File: config.mk
export PLATFORM = sky130hd
export DESIGN_NAME = wfc_counter
export DESIGN_NICKNAME = d
export VERILOG_FILES = /design/src/verilog/wfc_pkg.sv /design/src/verilog/wfc_counter.sv
export SDC_FILE = /design/constraint.sdc
export NUM_CORES = 1
export LEC_CHECK = 0
export ABC_AREA = 1
export BUFFER_PORTS_ARGS = -buffer_cell sky130_fd_sc_hd__buf_2
export CAP_MARGIN = 20
export CORE_UTILIZATION = 30
export DETAILED_ROUTE_END_ITERATION = 7
export PLACE_DENSITY = 0.56
export RECOVER_POWER = 100
export SETUP_SLACK_MARGIN = 0.15
export SLEW_MARGIN = 5
export SYNTH_ARGS = -nofsm -noshare
export SYNTH_HDL_FRONTEND = slang
export SYNTH_SLANG_ARGS = --single-unit
File: constraint.sdc
create_clock -name ref_clk_i -period 10 [get_ports ref_clk_i]
set_input_delay 1 -clock ref_clk_i [delete_from_list [all_inputs] [get_ports ref_clk_i]]
set_output_delay 1 -clock ref_clk_i [all_outputs]
set_load 0.03 [all_outputs]
File: src/verilog/wfc_pkg.sv
package wfc_pkg;
   // register offsets (byte addresses, one word each)
   localparam logic [7:0] REG_CTRLA      = 8'h00;
   localparam logic [7:0] REG_CTRLB_SET  = 8'h04;
   localparam logic [7:0] REG_CTRLB_CLR  = 8'h08;
   localparam logic [7:0] REG_EVCTRL     = 8'h0C;
   localparam logic [7:0] REG_PERIOD     = 8'h10;
   localparam logic [7:0] REG_STATUS     = 8'h14;
   localparam logic [7:0] REG_COUNT      = 8'h18;
   localparam logic [7:0] REG_CC_BASE    = 8'h20;
   localparam logic [7:0] REG_FAULT      = 8'h40;
   localparam logic [7:0] REG_FAULT_CLR  = 8'h44;

   // control A field positions
   localparam int CTRLA_ENABLE_BIT  = 0;
   localparam int CTRLA_WAVE_LSB    = 1;  // 3 bits
   localparam int CTRLA_DIV_LSB     = 4;  // 3 bits
   localparam int CTRLA_SYNC_LSB    = 7;  // 2 bits
   localparam int CTRLA_ONESHOT_BIT = 9;
   localparam int CTRLA_DITHER_BIT  = 10;
   localparam int CTRLB_DIR_BIT     = 0;
   localparam int EVCTRL_ACT_LSB    = 0;  // 3 bits

   localparam logic [2:0] EV_ACT_RESTART = 3'h1;

   typedef enum logic [2:0] {
      WFC_WAVE_NORMAL = 3'h0,
      WFC_WAVE_DSCR   = 3'h4,
      WFC_WAVE_DSCR_A = 3'h5,
      WFC_WAVE_DSCR_C = 3'h6,
      WFC_WAVE_DSCR_CS= 3'h7
   } wfc_wave_e;

   typedef enum logic [1:0] {
      WFC_SYNC_CLK_EDGE  = 2'h0,
      WFC_SYNC_DIV_EDGE  = 2'h1,
      WFC_SYNC_RESAMPLED = 2'h2
   } wfc_sync_e;

   // fault flag bit positions
   localparam int FLT_COLLIDE  = 0;
   localparam int FLT_DITHER   = 1;
   localparam int FLT_DIR      = 2;
   localparam int FLT_SYNC     = 3;
   localparam int FLT_ONESHOT  = 4;
   localparam int FLT_W        = 5;

   typedef struct packed {
      logic       enable;
      wfc_wave_e  wave;
      logic [2:0] div_sel;
      wfc_sync_e  sync;
      logic       one_shot;
      logic       dither;
   } wfc_ctrl_s;

   localparam logic [15:0] PERIOD_RESET = 16'hFFFF;
endpackage

File: src/verilog/wfc_counter.sv
// Added by the designer: the plain strobed port and the register offsets.
`timescale 1ns/100ps
`default_nettype none
// Contract
// - restart event colliding with a channel match corrupts that channel's next period.
// - restart events unsupported in dual-slope ramp modes while dithering.
// - down-counting unsupported in dual-slope ramp modes; direction must stay up.
// - no DMA request on compare match; use overflow or match events.
// - ramp restart fails with prescaler nonzero and clock-edge or sync_resynchronised sync.
// - one-shot DMA blocks overflow DMA trigger in ramp C and CS variants.
module wfc_counter #(
   parameter int NCH = 4,
   parameter int CW  = 16
) (
   // clock and reset
   input  wire logic            ref_clk_i,
   input  wire logic            sys_rst_i,
   // register port
   input  wire logic [7:0]      reg_addr_i,
   input  wire logic [31:0]     reg_wdata_i,
   input  wire logic            reg_wr_i,
   input  wire logic            reg_rd_i,
   output logic [31:0]          reg_rdata_o,
   // event system
   input  wire logic            restart_ev_i,
   output logic [NCH-1:0]       match_ev_o,
   output logic                 ovf_ev_o,
   // dma controller
   output logic                 ovf_dma_req_o,
   output logic [NCH-1:0]       match_dma_req_o,
   // waveform pins
   output logic [NCH-1:0]       wave_o
);
   initial begin
      if (NCH < 1 || NCH > 8 || CW < 2 || CW > 16) begin
         $error("wfc_counter: unsupported parameters");
      end
   end

   wfc_pkg::wfc_ctrl_s          ctrl, next_ctrl;
   logic                        dir, next_dir;
   logic [2:0]                  ev_act, next_ev_act;
   logic [CW-1:0]               period, next_period;
   logic [CW-1:0]               cc [NCH], next_cc [NCH];
   logic [CW-1:0]               count, next_count;
   logic [7:0]                  pcnt, next_pcnt;
   logic                        pend, next_pend;
   logic [NCH-1:0]              corrupt, next_corrupt;
   logic [wfc_pkg::FLT_W-1:0]   fault, next_fault;
   logic                        oneshot_armed, next_oneshot_armed;
   logic [31:0]                 next_rdata;
   logic [NCH-1:0]              next_match, next_wave;
   logic                        next_ovf, next_ovf_dma;

   function automatic logic is_ramp(input wfc_pkg::wfc_wave_e w);
      return w == wfc_pkg::WFC_WAVE_DSCR || w == wfc_pkg::WFC_WAVE_DSCR_A ||
             w == wfc_pkg::WFC_WAVE_DSCR_C || w == wfc_pkg::WFC_WAVE_DSCR_CS;
   endfunction

   logic                        ramp, tick, ovf, restart_req, restart_ok, do_restart;
   logic                        oneshot_dead;
   logic [NCH-1:0]              match;

   always_comb begin
      ramp  = is_ramp(ctrl.wave);
      // divided clock ticks once every 2^div_sel peripheral clocks
      tick  = ctrl.enable && (pcnt == ((8'h01 << ctrl.div_sel) - 8'h01));
      // the overflow trigger is dead in one-shot mode for the c and cs ramps
      oneshot_dead = ctrl.one_shot && (ctrl.wave == wfc_pkg::WFC_WAVE_DSCR_C ||
                     ctrl.wave == wfc_pkg::WFC_WAVE_DSCR_CS);
      ovf   = tick && (count == period);
      for (int i = 0; i < NCH; i++) begin
         match[i] = tick && (count == cc[i]);
      end
      restart_req = ctrl.enable && restart_ev_i && (ev_act == wfc_pkg::EV_ACT_RESTART);
      // restart in the ramp modes is dropped under dithering or a bad sync choice with a nonzero prescaler
      restart_ok  = !(ramp && ctrl.dither) &&
                    !(ramp && ctrl.div_sel != 3'h0 &&
                      ctrl.sync != wfc_pkg::WFC_SYNC_DIV_EDGE);
      // restarts synced to the divided clock wait for its next tick
      do_restart  = (ctrl.sync == wfc_pkg::WFC_SYNC_DIV_EDGE) ?
                    (pend || restart_req) && tick : restart_req;
      do_restart  = do_restart && restart_ok;
   end

   always_comb begin
      next_ctrl        = ctrl;
      next_dir         = dir;
      next_ev_act      = ev_act;
      next_period      = period;
      next_cc          = cc;
      next_fault       = fault;
      next_oneshot_armed = oneshot_armed;
      next_rdata       = 32'h0000_0000;
      next_pcnt        = tick ? 8'h00 : (ctrl.enable ? pcnt + 8'h01 : 8'h00);
      next_pend        = (ctrl.sync == wfc_pkg::WFC_SYNC_DIV_EDGE) &&
                         (pend || restart_req) && !tick;
      next_count       = count;
      if (tick) begin
         // down-count is only honoured outside the ramp modes
         if (dir && !ramp) begin
            next_count = (count == '0) ? period : count - CW'(1);
         end else begin
            next_count = ovf ? '0 : count + CW'(1);
         end
      end
      if (do_restart) begin
         next_count = '0;
         next_pcnt  = 8'h00;
         next_pend  = 1'b0;
      end
      next_corrupt = corrupt;
      for (int i = 0; i < NCH; i++) begin
         // collision spoils the following period of that channel
         if (restart_req && match[i]) next_corrupt[i] = 1'b1;
         else if (ovf) next_corrupt[i] = 1'b0;
         next_wave[i]  = corrupt[i] ? !(count < cc[i]) : (count < cc[i]);
         next_match[i] = match[i];
      end
      next_ovf = ovf;
      // one-shot mode arms a single overflow request per control write
      next_ovf_dma = ovf && !oneshot_dead &&
                     (!ctrl.one_shot || oneshot_armed);
      if (ovf && ctrl.one_shot) next_oneshot_armed = 1'b0;
      // hardware-set fault flags; set beats clear unless the flag is already set, then clear wins
      if (restart_req && |match) next_fault[wfc_pkg::FLT_COLLIDE] = 1'b1;
      if (restart_req && ramp && ctrl.dither) next_fault[wfc_pkg::FLT_DITHER] = 1'b1;
      if (ramp && ctrl.div_sel != 3'h0 && ctrl.sync != wfc_pkg::WFC_SYNC_DIV_EDGE &&
          restart_req)
         next_fault[wfc_pkg::FLT_SYNC] = 1'b1;
      if (ramp && dir) next_fault[wfc_pkg::FLT_DIR] = 1'b1;
      // every overflow in the dead ramps is flagged, even once the one-shot request is spent
      if (ovf && oneshot_dead) next_fault[wfc_pkg::FLT_ONESHOT] = 1'b1;
      if (reg_wr_i) begin
         if (reg_addr_i == wfc_pkg::REG_CTRLA) begin
            next_ctrl.enable = reg_wdata_i[wfc_pkg::CTRLA_ENABLE_BIT];
            next_ctrl.wave   = wfc_pkg::wfc_wave_e'(reg_wdata_i[wfc_pkg::CTRLA_WAVE_LSB +: 3]);
            next_ctrl.div_sel  = reg_wdata_i[wfc_pkg::CTRLA_DIV_LSB +: 3];
            next_ctrl.sync     = wfc_pkg::wfc_sync_e'(reg_wdata_i[wfc_pkg::CTRLA_SYNC_LSB +: 2]);
            next_ctrl.one_shot = reg_wdata_i[wfc_pkg::CTRLA_ONESHOT_BIT];
            next_ctrl.dither   = reg_wdata_i[wfc_pkg::CTRLA_DITHER_BIT];
            next_oneshot_armed = 1'b1;
         end else if (reg_addr_i == wfc_pkg::REG_CTRLB_SET) begin
            if (reg_wdata_i[wfc_pkg::CTRLB_DIR_BIT]) next_dir = 1'b1;
         end else if (reg_addr_i == wfc_pkg::REG_CTRLB_CLR) begin
            if (reg_wdata_i[wfc_pkg::CTRLB_DIR_BIT]) next_dir = 1'b0;
         end else if (reg_addr_i == wfc_pkg::REG_EVCTRL) begin
            next_ev_act = reg_wdata_i[wfc_pkg::EVCTRL_ACT_LSB +: 3];
         end else if (reg_addr_i == wfc_pkg::REG_PERIOD) begin
            next_period = reg_wdata_i[CW-1:0];
         end else if (reg_addr_i == wfc_pkg::REG_FAULT_CLR) begin
            next_fault = next_fault & ~(fault & reg_wdata_i[wfc_pkg::FLT_W-1:0] &
                         ~(next_fault ^ fault));
         end else begin
            for (int i = 0; i < NCH; i++) begin
               if (reg_addr_i == wfc_pkg::REG_CC_BASE + 8'(4 * i)) begin
                  next_cc[i] = reg_wdata_i[CW-1:0];
               end
            end
         end
      end
      if (reg_rd_i) begin
         if (reg_addr_i == wfc_pkg::REG_CTRLA) begin
            next_rdata[wfc_pkg::CTRLA_ENABLE_BIT]      = ctrl.enable;
            next_rdata[wfc_pkg::CTRLA_WAVE_LSB +: 3]   = ctrl.wave;
            next_rdata[wfc_pkg::CTRLA_DIV_LSB +: 3]    = ctrl.div_sel;
            next_rdata[wfc_pkg::CTRLA_SYNC_LSB +: 2]   = ctrl.sync;
            next_rdata[wfc_pkg::CTRLA_ONESHOT_BIT]     = ctrl.one_shot;
            next_rdata[wfc_pkg::CTRLA_DITHER_BIT]      = ctrl.dither;
         end else if (reg_addr_i == wfc_pkg::REG_CTRLB_SET ||
                      reg_addr_i == wfc_pkg::REG_CTRLB_CLR) begin
            next_rdata[wfc_pkg::CTRLB_DIR_BIT] = dir;
         end else if (reg_addr_i == wfc_pkg::REG_EVCTRL) begin
            next_rdata[2:0] = ev_act;
         end else if (reg_addr_i == wfc_pkg::REG_PERIOD) begin
            next_rdata[CW-1:0] = period;
         end else if (reg_addr_i == wfc_pkg::REG_STATUS) begin
            next_rdata[NCH-1:0] = corrupt;
         end else if (reg_addr_i == wfc_pkg::REG_COUNT) begin
            next_rdata[CW-1:0] = count;
         end else if (reg_addr_i == wfc_pkg::REG_FAULT) begin
            next_rdata[wfc_pkg::FLT_W-1:0] = fault;
         end else begin
            for (int i = 0; i < NCH; i++) begin
               if (reg_addr_i == wfc_pkg::REG_CC_BASE + 8'(4 * i)) begin
                  next_rdata[CW-1:0] = cc[i];
               end
            end
         end
      end
   end

   always_ff @(posedge ref_clk_i or posedge sys_rst_i) begin
      if (sys_rst_i) begin
         ctrl            <= '0;
         dir             <= 1'b0;
         ev_act          <= 3'h0;
         period          <= wfc_pkg::PERIOD_RESET[CW-1:0];
         for (int i = 0; i < NCH; i++) cc[i] <= '0;
         count           <= '0;
         pcnt            <= 8'h00;
         pend            <= 1'b0;
         corrupt         <= '0;
         fault           <= '0;
         oneshot_armed   <= 1'b0;
         reg_rdata_o     <= 32'h0000_0000;
         match_ev_o      <= '0;
         ovf_ev_o        <= 1'b0;
         ovf_dma_req_o   <= 1'b0;
         match_dma_req_o <= '0;
         wave_o          <= '0;
      end else begin
         ctrl            <= next_ctrl;
         dir             <= next_dir;
         ev_act          <= next_ev_act;
         period          <= next_period;
         cc              <= next_cc;
         count           <= next_count;
         pcnt            <= next_pcnt;
         pend            <= next_pend;
         corrupt         <= next_corrupt;
         fault           <= next_fault;
         oneshot_armed   <= next_oneshot_armed;
         reg_rdata_o     <= next_rdata;
         match_ev_o      <= next_match;
         ovf_ev_o        <= next_ovf;
         ovf_dma_req_o   <= next_ovf_dma;
         match_dma_req_o <= '0;  // compare-match dma trigger is absent
         wave_o          <= next_wave;
      end
   end

   chk_collide_marks: assert property (@(posedge ref_clk_i) disable iff (sys_rst_i)
      (restart_req && match[0]) |=> corrupt[0]) else $error("collision not marked");
   chk_dither_block: assert property (@(posedge ref_clk_i) disable iff (sys_rst_i)
      (ramp && ctrl.dither) |-> !do_restart) else $error("restart under dither");
   chk_ramp_upcount: assert property (@(posedge ref_clk_i) disable iff (sys_rst_i)
      (ramp && tick && !ovf && !do_restart) |=> count == $past(count) + CW'(1))
      else $error("ramp not counting up");
   chk_no_match_dma: assert property (@(posedge ref_clk_i) disable iff (sys_rst_i)
      match_dma_req_o == '0) else $error("match dma raised");
   chk_sync_block: assert property (@(posedge ref_clk_i) disable iff (sys_rst_i)
      (ramp && ctrl.div_sel != 3'h0 && ctrl.sync != wfc_pkg::WFC_SYNC_DIV_EDGE) |-> !do_restart)
      else $error("bad sync restart");
   chk_oneshot_block: assert property (@(posedge ref_clk_i) disable iff (sys_rst_i)
      oneshot_dead |=> !ovf_dma_req_o)
      else $error("one-shot dma in ramp c or cs");
   chk_ovf_dma: assert property (@(posedge ref_clk_i) disable iff (sys_rst_i)
      (ovf && !ctrl.one_shot) |=> ovf_dma_req_o && ovf_ev_o) else $error("ovf dma lost");
   chk_match_event: assert property (@(posedge ref_clk_i) disable iff (sys_rst_i)
      match[0] |=> match_ev_o[0]) else $error("match event lost");
   chk_pend_wait: assert property (@(posedge ref_clk_i) disable iff (sys_rst_i)
      (ctrl.sync == wfc_pkg::WFC_SYNC_DIV_EDGE && restart_req && !tick) |=> pend)
      else $error("divided-clock restart not held");
   chk_restart_zero: assert property (@(posedge ref_clk_i) disable iff (sys_rst_i)
      do_restart |=> count == '0)
      else $error("restart did not clear count");
   chk_corrupt_clear: assert property (@(posedge ref_clk_i) disable iff (sys_rst_i)
      (ovf && !restart_req) |=> corrupt == '0)
      else $error("corrupt mark outlived period");
   // a flag must survive until software clears it, or an early check misses it
   chk_fault_sticky: assert property (@(posedge ref_clk_i) disable iff (sys_rst_i)
      (fault[wfc_pkg::FLT_COLLIDE] && !(reg_wr_i && reg_addr_i == wfc_pkg::REG_FAULT_CLR))
      |=> fault[wfc_pkg::FLT_COLLIDE])
      else $error("collision flag lost");
   chk_dir_fault: assert property (@(posedge ref_clk_i) disable iff (sys_rst_i)
      (ramp && dir) |=> fault[wfc_pkg::FLT_DIR])
      else $error("down-count in ramp not flagged");
   chk_dither_fault: assert property (@(posedge ref_clk_i) disable iff (sys_rst_i)
      (restart_req && ramp && ctrl.dither) |=> fault[wfc_pkg::FLT_DITHER])
      else $error("dither restart not flagged");
   chk_oneshot_fault: assert property (@(posedge ref_clk_i) disable iff (sys_rst_i)
      (ovf && oneshot_dead) |=> fault[wfc_pkg::FLT_ONESHOT])
      else $error("lost one-shot trigger not flagged");
   chk_oneshot_once: assert property (@(posedge ref_clk_i) disable iff (sys_rst_i)
      (ctrl.one_shot && !oneshot_armed && !(reg_wr_i && reg_addr_i == wfc_pkg::REG_CTRLA))
      |=> !ovf_dma_req_o)
      else $error("second one-shot request");
   chk_wave_follow: assert property (@(posedge ref_clk_i) disable iff (sys_rst_i)
      !corrupt[0] |=> wave_o[0] == ($past(count) < $past(cc[0])))
      else $error("waveform does not follow compare");
endmodule
`default_nettype wire

==> results.json, run 1 <==
{
  "grt_max_degree": 106,
  "layout.area.seq_mm2": 0.00392,
  "seq_area_frac_synth": 0.392,
  "drc": 0,
  "post-dp-hpwl_um": 22400,
  "postCtsResizedCells": 0,
  "core_mm2": 0.0327,
  "ys_async_sr_fraction": 1.00,
  "finClkSkew_ps": 13.6,
  "synthFlopType": "dfrtp_1",
  "layout-drive-gt1-share": 0.0729,
  "worstSetupStartpointType": "input port",
  "tritoncts": "yes",
  "antenna_found_initial": 0,
  "leakagePower_nw": 5.26,
  "cp.arrival_ps": 5690,
  "dr.pass1.iters": 5,
  "cts.path.max_buffers": 2,
  "violations": "max-capacitance violations, max-slew violations",
  "path_buf_inv": 4,
  "cp_data_required_time_ps": 10490,
  "max_stage_delay_ps": 2650,
  "die_y_um": 185,
  "grt_pass1_wl_um": 47900,
  "status": "complete, but fails checks",
  "clock-root-buffer": "clkbuf_16",
  "path_cells": "buf_2 -> clkinvlp_2 -> clkbuf_1 -> buf_4",
  "grt_use_total": 0.185,
  "final.period_utilization": 0.521,
  "power_density_mw_per_mm2": 224,
  "hold_viol_final": 0,
  "cts-htree-levels": 4,
  "cp_top_family": "buffers and inverters",
  "rsz0062_at_grt": "no",
  "vias": 8818,
  "yosysUniqueCellTypes": 50,
  "max_slew_margin": -1.45,
  "grt_pass1_vias": 8450,
  "fin_nets": 1471,
  "max_cap_violations": 2,
  "n_fill_cell": 3521,
  "end_kind": "asynchronous set/reset pin",
  "synth_enable_flop_cells": 0,
  "die_w_um": 185,
  "drt-initial-drc-count": 721,
  "io-pin-count": 91,
  "crit_type": "in2async",
  "crit_slowest_cell": "clkbuf_1",
  "clk_latency_ps": 440,
  "path_max_fanout": 67,
  "finalSetupViolations": 0,
  "start_util": 0.306,
  "viasPerCell": 4.86,
  "worstMarginPinSlew_ps": 3670,
  "cts_buffers": 17,
  "num_rows": 66,
  "area_growth_pct": 11.4,
  "clock-sinks": 156,
  "drv_slew": 108,
  "antenna_left": 0,
  "path_clk_slew_ps": 60,
  "mostFrequentLayoutCell": "nand2_1",
  "postSynthCellCount": 1324,
  "tns_ps": 0,
  "multiInputGateArea_mm2": 0.00505,
  "synth.ff_latch_count": 156,
  "post-cts-setup-buffer-count": 0,
  "hold_path_class": "reg2reg",
  "syn_area_per_cell_um2": 7.55,
  "avgRoutedWirePerCell_um": 16.5,
  "routabilityCongestion": 0.926,
  "die_area_mm2": 0.0341,
  "max-vdd-ir-drop_mv": 0.132,
  "min_period_ps": 5210,
  "netlist_area_mm2": 0.0100,
  "utilization": 0.341,
  "overflow": 0,
  "hold_buffers": 0,
  "mostFrequentLayoutCells": "nand2_1, inv_1, o21ai_0",
  "portBuffers": 54,
  "synth_warnings": 0,
  "timing.fmax_mhz": 192,
  "wl_um": 29900
}
==> synth_stat cells (all sizes together), types with 8 or more instances <==
| master | instances | area, um2 |
|---|---|---|
| nand2 | 344 | 1300 |
| buf | 39 | 274 |
| inv | 182 | 683 |
| nand4 | 27 | 175 |
| o21ai | 152 | 761 |
| dfrtp | 140 | 3500 |
| xnor2 | 8 | 70.1 |
| a21oi | 55 | 290 |
| nor2 | 83 | 360 |
| nand3 | 64 | 333 |
| dfstp | 16 | 420 |
| o22ai | 18 | 113 |
| clkbuf | 26 | 100 |
| nor3 | 23 | 125 |
| xor2 | 35 | 307 |
| ha | 68 | 851 |
==> state kept, by name (all words and copies together) (netlist names) <==
| name | flops |
|---|---|
| reg_rdata_o | 16 |
| corrupt | 4 |
| match_ev_o | 4 |
| oneshot_armed | 1 |
| cc | 64 |
| fault | 5 |
| count | 16 |
| ovf_dma_req_o | 1 |
| pcnt | 8 |
| pend | 1 |
| ctrl | 11 |
| dir | 1 |
| ev_act | 3 |
| ovf_ev_o | 1 |
| wave_o | 4 |
| period | 16 |
==> path summary, 6_finish.rpt <==
| path | startpoint | to | slack (ps) | cells after the start |
|---|---|---|---|---|
| setup / recovery | sys_rst_i | reg_rdata_o[8] | 4790 | 4 |
| hold / removal | pcnt[0] | pcnt[0] | 470 | 1 |
| setup reg to reg | ctrl[5] | count[14] | 5970 | 12 |
| hold reg to reg | pcnt[0] | pcnt[0] | 470 | 1 |
| max in group ref_clk_i | ctrl[5] | count[14] | 5970 | 12 |
| min in group asynchronous | sys_rst_i | cc[21] | 970 | 2 |
==> through the flow <==
step                setup slack [ps]  power [W]  hold WS (ps)  std cells  cell area, um2
global placement                6420    0.00174           457       1778           10600
CTS                             6790    0.00250           471       1810           11200
floorplan                       4820    0.00151           435       1343           10100
detailed placement              6360    0.00176           462       1778           10600
finish                          4790    0.00249           467       1814           11100
global route                    3730    0.00267           491       1813           11100
==> kinds of logic after synthesis <==
logic type | Yosys count | share of synthesized area
and+or+nand+nor | 552 | 0.238
DFF | 156 | 0.392
other | 1 | 0.000375
xor gates and xnor gates | 43 | 0.0377
AOI/OAI and AO/OA | 257 | 0.141
adders and majority gates | 68 | 0.0851
buffers and inverters | 247 | 0.106
==> where the power goes <==
| part | switching [W] | leakage (nW) | internal (W) | total, W |
|---|---|---|---|---|
| combinational | 0.000589 | 2.89 | 0.000340 | 0.000930 |
| clock | 0.000273 | 0.318 | 0.000465 | 0.000738 |
| sequential | 0.000132 | 2.05 | 0.000694 | 0.000826 |
==> layer usage <==
layer / GRT usage / up-vias / routed length [um]
met5: 0 / - / 0
met4: 0.0520 / 0 / 514
met3: 0.0366 / 37 / 1950
met2: 0.285 / 280 / 13200
met1: 0.261 / 4146 / 14200
li1: - / 4355 / -
==> layout make-up <==
type | count | area share
Clock buffer | 23 | 0.0429
Clock inverter | 9 | 0.0165
Multi-Input combinational cell | 940 | 0.453
Sequential cell | 156 | 0.352
Timing Repair Buffer | 61 | 0.0242
Antenna cell | 1 | 0.000225
Inverter | 182 | 0.0614
Tap cell | 442 | 0.0496
No activity file was read; power rests on OpenSTA's default activity.
==> run 2: changes to the inputs <==
--- a/config.mk
+++ b/config.mk
@@ -5,12 +5,12 @@
 export SDC_FILE = /design/constraint.sdc
 export NUM_CORES = 1
 export LEC_CHECK = 0
-export ABC_AREA = 1
+export ABC_AREA = 0
 export BUFFER_PORTS_ARGS = -buffer_cell sky130_fd_sc_hd__buf_2
 export CAP_MARGIN = 20
 export CORE_UTILIZATION = 30
 export DETAILED_ROUTE_END_ITERATION = 7
-export PLACE_DENSITY = 0.56
+export PLACE_DENSITY = 0.58
 export RECOVER_POWER = 100
 export SETUP_SLACK_MARGIN = 0.15
 export SLEW_MARGIN = 5
==> constraint.sdc (replaced) <==
create_clock -name ref_clk_i -period 4.55 [get_ports ref_clk_i]
set_input_delay 0.455 -clock ref_clk_i [delete_from_list [all_inputs] [get_ports ref_clk_i]]
set_output_delay 0.455 -clock ref_clk_i [all_outputs]
set_load 0.03 [all_outputs]
==> run 2 against run 1 <==
Effect of this change: the run now ends clean; synthesized cell count decreased by 24%; sequential power increased by 110%; highest routed layer unchanged; synthesized area increased by 0.11%; combinational power increased by 97%; clock-buffer cell count decreased by 6; critical endpoint is now reg_rdata_o[14]; critical path type is now in2reg; clock skew increased by 2.1 ps; global-route usage about the same; power increased by 100%; critical path depth increased by 4; flip-flop and latch count unchanged.
==> results.json, run 2 <==
{
  "antenna_found_initial": 0,
  "max_cap_violations": 0,
  "fin_hold_ws_ps": 283,
  "finClkSkew_ps": 15.7,
  "clock-sinks": 156,
  "fin_nets": 1158,
  "place_ws_ps": 1280,
  "start_util": 0.306,
  "netlist_area_mm2": 0.0100,
  "rsz0062_at_grt": "no",
  "largest_register": "cc",
  "vias": 8199,
  "largest_reg_flops": 64,
  "area_growth_pct": 11.4,
  "grt_max_degree": 157,
  "tns_ps": 0,
  "syn_area_per_cell_um2": 9.89,
  "post-cts-setup-buffer-count": 0,
  "grt_use_total": 0.185,
  "synth.area.top_cells": "dfrtp_1, mux2_2, ha_1",
  "synth_top_area_share": 0.350,
  "avgRoutedWirePerCell_um": 20.4,
  "mostFrequentLayoutCells": "dfrtp_1, mux2_2, nand2_1",
  "utilization": 0.341,
  "tritoncts": "yes",
  "power_density_mw_per_mm2": 452,
  "min_period_ps": 3450,
  "cts-htree-levels": 4,
  "postSynthCellCount": 1012,
  "synth_commonest_cells": "dfrtp_1, mux2_2, nand2_1",
  "hold_path_class": "in2async",
  "post-dp-hpwl_um": 22300,
  "r2r_slack_ps": 1480,
  "timing.fmax_mhz": 290,
  "synth_warnings": 0,
  "yosys.area.top_type": "dfrtp_1",
  "synth_enable_flop_cells": 0,
  "num_rows": 66,
  "path_clk_slew_ps": 70,
  "cp.arrival_ps": 3790,
  "ys_async_sr_fraction": 1.00,
  "max-vdd-ir-drop_mv": 0.287,
  "grt_pass1_wl_um": 47900,
  "finalSetupViolations": 0,
  "core_mm2": 0.0327,
  "status": "complete, no violations",
  "drt-initial-drc-count": 969,
  "yosysUniqueCellTypes": 81,
  "hold_viol_final": 0,
  "die_area_mm2": 0.0341,
  "antenna_cells": 0,
  "drv_slew": 0,
  "layout-drive-gt1-share": 0.192,
  "leakagePower_nw": 4.83,
  "hold_buffers": 0,
  "power_w": 0.00504,
  "overflow": 0,
  "postCtsResizedCells": 0,
  "synth.ff_latch_count": 156,
  "max_slew_margin": 0.184,
  "n_fill_cell": 3368,
  "seq_area_frac_synth": 0.392,
  "die_w_um": 185,
  "worstSetupStartpointType": "input port",
  "final.period_utilization": 0.759,
  "fin_ws_ps": 1100,
  "worstMarginPinSlew_ps": 1220,
  "clock-root-buffer": "clkbuf_16",
  "path_max_fanout": 19,
  "portBuffers": 54,
  "io-pin-count": 91,
  "antenna_left": 0,
  "drc": 0,
  "viasPerCell": 5.47,
  "wl_um": 30600,
  "cts.path.max_buffers": 2,
  "end_kind": "flip-flop",
  "dr.pass1.iters": 5,
  "die_y_um": 185,
  "cts_buffers": 17,
  "synthFlopType": "dfrtp_1",
  "clk_latency_ps": 440,
  "yosysMostFrequentCell": "dfrtp_1",
  "crit_type": "in2reg",
  "grt_pass1_vias": 8100,
  "mostFrequentLayoutCell": "dfrtp_1",
  "routabilityCongestion": 0.896,
  "cp_data_required_time_ps": 4890
}
## run 2: cell types whose count changed after synthesis, sizes merged, moves of 15 or more
cell,before,now
mux2i,0,15
nor2,83,59
inv,182,69
nand2,344,73
a21oi,55,39
xor2,35,15
o21ai,152,32
mux2,0,97
nand3,64,26
## run 2: area by class of cell
type	instances	area (um2)	share of cell area
Sequential cell	156	3920	0.352
Inverter	70	264	0.0237
Clock buffer	17	425	0.0381
Timing Repair Buffer	66	323	0.0289
Clock inverter	15	168	0.0150
Tap cell	442	553	0.0496
Multi-Input combinational cell	734	5500	0.493
## run 2: cell families after synthesis
family,count (synthesis),synth area share
and+or+nand+nor,278,0.143
AOI/OAI and AO/OA,219,0.156
DFF,156,0.392
buffers and inverters,141,0.0658
muxes,113,0.126
adders and majority gates,68,0.0850
xor gates and xnor gates,36,0.0315
other,1,0.000374
## run 2: report_power, final
part           total, W  leakage, nW  internal (W)  switching, W
registers       0.00176         2.05       0.00151      0.000254
logic           0.00183         2.49      0.000745       0.00108
clock network   0.00145        0.288      0.000739      0.000711
total           0.00504         4.83       0.00299       0.00205
## run 2: metal layers
layer  global-route usage  share of wire  vias up
met5                    0              0        -
met4               0.0536          0.022        0
met3               0.0288          0.064       41
met2                0.296           0.46      293
met1                0.258           0.45     4122
li1                     -              -     3743
## run 2: path summary, 6_finish.rpt
kind | cells past startpoint | endpoint | start
worst max-delay path | 8 | reg_rdata_o[14] | reg_addr_i[3]
worst min-delay path | 3 | wave_o[2] | sys_rst_i
worst max register to register | 6 | count[5] | count[4]
worst min register to register | 1 | fault[2] | fault[2]
max in group asynchronous | 3 | reg_rdata_o[0] | sys_rst_i
min in group ref_clk_i | 2 | cc[8] | reg_wdata_i[8]
## run 2: through the flow
stage               cells  instance area [um2]
global route         1500                11200
global placement     1468                10600
CTS                  1500                11200
finish               1500                11200
detailed placement   1468                10600
floorplan            1031                10100
## run 2: worst max-delay path, stage by stage
cell and delay (ps):
clkbuf_1 700, clkbuf_1 780, nand2b_1 310, clkbuf_1 530
nor2_1 90, a2111oi_0 500, o21ai_0 160, a21oi_1 240
==> run 3: changes to the inputs <==
--- a/config.mk
+++ b/config.mk
@@ -5,12 +5,12 @@
 export SDC_FILE = /design/constraint.sdc
 export NUM_CORES = 1
 export LEC_CHECK = 0
-export ABC_AREA = 0
+export ABC_AREA = 1
 export BUFFER_PORTS_ARGS = -buffer_cell sky130_fd_sc_hd__buf_2
 export CAP_MARGIN = 20
 export CORE_UTILIZATION = 30
 export DETAILED_ROUTE_END_ITERATION = 7
-export PLACE_DENSITY = 0.58
+export PLACE_DENSITY = 0.56
 export RECOVER_POWER = 100
 export SETUP_SLACK_MARGIN = 0.15
 export SLEW_MARGIN = 5
==> constraint.sdc (replaced) <==
create_clock -name ref_clk_i -period 3.3 [get_ports ref_clk_i]
set_input_delay 0.33 -clock ref_clk_i [delete_from_list [all_inputs] [get_ports ref_clk_i]]
set_output_delay 0.33 -clock ref_clk_i [all_outputs]
set_load 0.03 [all_outputs]
==> run 3 against run 2 <==
Effect of this change: the run now ends with max-capacitance violations, max-slew violations left; critical path depth is 4 higher; register-to-register slack worse by 920 ps; clock skew is 3.6 ps lower; flip-flop and latch count stayed put; non-clock buffer count stayed put; core utilization is 0.24 points lower; sequential power is 40% higher; design area is 0.71% lower; global-route usage is 0.41 points lower; worst setup slack worse by 540 ps; critical path type is now reg2reg.
==> results.json, run 3 (synthesized netlist as in run 1, its figures left out) <==
{
  "num_rows": 66,
  "min_period_ps": 2740,
  "wl_um": 29700,
  "die_w_um": 185,
  "cts-htree-levels": 4,
  "max_slew_margin": -0.499,
  "hold_path_class": "in2reg",
  "grt_pass1_vias": 8309,
  "viasPerCell": 4.85,
  "clkPwrFrac": 0.262,
  "max_cap_violations": 1,
  "vias": 8813,
  "worstMarginPinSlew_ps": 2250,
  "final.period_utilization": 0.832,
  "fin_nets": 1476,
  "largest_register": "cc",
  "end_kind": "flip-flop",
  "start_util": 0.306,
  "clk_latency_ps": 440,
  "n_fill_cell": 3561,
  "grt_use_total": 0.181,
  "hold_viol_final": 0,
  "violations": "max-capacitance violations, max-slew violations",
  "portBuffers": 54,
  "antenna_cells": 0,
  "worstSetupStartpointType": "flip-flop",
  "cts.path.max_buffers": 2,
  "power.switching_w": 0.00310,
  "cts_buffers": 17,
  "mostFrequentLayoutCells": "nand2_1, inv_1, o21ai_0",
  "clock-sinks": 156,
  "status": "complete, but fails checks",
  "routabilityCongestion": 0.947,
  "dr.pass1.iters": 5,
  "post-dp-hpwl_um": 22300,
  "mostFrequentLayoutCell": "nand2_1",
  "avgRoutedWirePerCell_um": 16.3,
  "rsz0062_at_grt": "no",
  "tritoncts": "yes",
  "crit_type": "reg2reg",
  "utilization": 0.339,
  "die_y_um": 185,
  "cp_data_required_time_ps": 3660,
  "p_sw_frac": 0.429,
  "comb_power_share": 0.396,
  "power_density_mw_per_mm2": 652,
  "io-pin-count": 91,
  "drc": 0,
  "post-cts-setup-buffer-count": 0,
  "grt_pass1_wl_um": 47000,
  "cp.arrival_ps": 3100,
  "area_growth_pct": 10.8,
  "timing.fmax_mhz": 364,
  "core_mm2": 0.0327,
  "dpl-instance-area_mm2": 0.0106,
  "antenna_left": 0,
  "path_clk_slew_ps": 70,
  "tns_ps": 0,
  "overflow": 0,
  "finalSetupViolations": 0,
  "drt-initial-drc-count": 615,
  "internal-power_w": 0.00413,
  "fin_area_mm2": 0.0111,
  "max-vdd-ir-drop_mv": 0.396,
  "layout-drive-gt1-share": 0.0770,
  "drv_slew": 157,
  "finClkSkew_ps": 12.1,
  "postCtsResizedCells": 0,
  "hold_buffers": 0,
  "leakagePower_nw": 5.25,
  "largest_reg_flops": 64,
  "antenna_found_initial": 0,
  "path_max_fanout": 10,
  "grt_max_degree": 157,
  "clock-root-buffer": "clkbuf_16",
  "seq_power_share": 0.342,
  "die_area_mm2": 0.0341
}
run 3: cell types whose count changed in the layout (fill, tap and decap cells not counted), moves of 20 or more:
| cell | previous run | this run |
|---|---|---|
| mux2_2 | 97 | 0 |
| nand2_1 | 73 | 342 |
| xor2_1 | 15 | 35 |
| o21ai_0 | 31 | 144 |
| inv_1 | 68 | 173 |
| nand3_1 | 26 | 63 |
run 3: path summary, 6_finish.rpt:
path                                startpoint  endpoint  slack (ps)  depth (start not counted)
worst max-delay path                  count[1]  count[4]         560                         12
min in group asynchronous            sys_rst_i    cc[27]         670                          3
max in group asynchronous            sys_rst_i    cc[17]        1140                          3
worst max register to register        count[1]  count[4]         560                         12
worst min-delay path            reg_wdata_i[2]  fault[2]         130                          2
worst min register to register         pcnt[0]   pcnt[0]         460                          1
run 3: area by class of cell:
class,count,area [um2],share of cell area
Clock inverter,15,129,0.0116
Inverter,182,687,0.0620
Multi-Input combinational cell,940,5060,0.456
Timing Repair Buffer,66,305,0.0276
Sequential cell,156,3920,0.354
Tap cell,442,553,0.0499
Clock buffer,17,425,0.0384
run 3: metrics by stage:
step                setup WS (ps)  power [W]  hold WS [ps]  instances
floorplan                    1010    0.00456           435       1343
global placement              851    0.00528           457       1786
detailed placement            760    0.00534           459       1786
CTS                           970    0.00727           111       1818
global route                  370    0.00777           132       1818
finish                        556    0.00723           127       1818
run 3: per-layer routing:
metal  up-vias  GRT usage  share of wire
li1       4367          -              -
met1      4129      0.246           0.47
met2       286      0.282           0.44
met3        31     0.0435          0.070
met4         0     0.0570          0.018
met5         -          0              0
run 3: power groups by stage:
stage	sequential (W)	combinational (W)	clock [W]
after floorplan	0.00234	0.00222	0
after global placement	0.00250	0.00279	0
after detailed placement	0.00250	0.00284	0
after CTS	0.00247	0.00286	0.00194
after global routing	0.00249	0.00326	0.00202
final	0.00247	0.00286	0.00190
run 3: critical path, cell delays in order, from the launching register on:
cell and delay (ps):
dfrtp_1 550, inv_1 200, ha_1 270, nand3_1 110
nor3_1 150, nand2_1 180, nor2_1 550, inv_2 190
o22ai_1 200, inv_1 60, nand2_1 60, nand2_1 40
o21ai_0 90
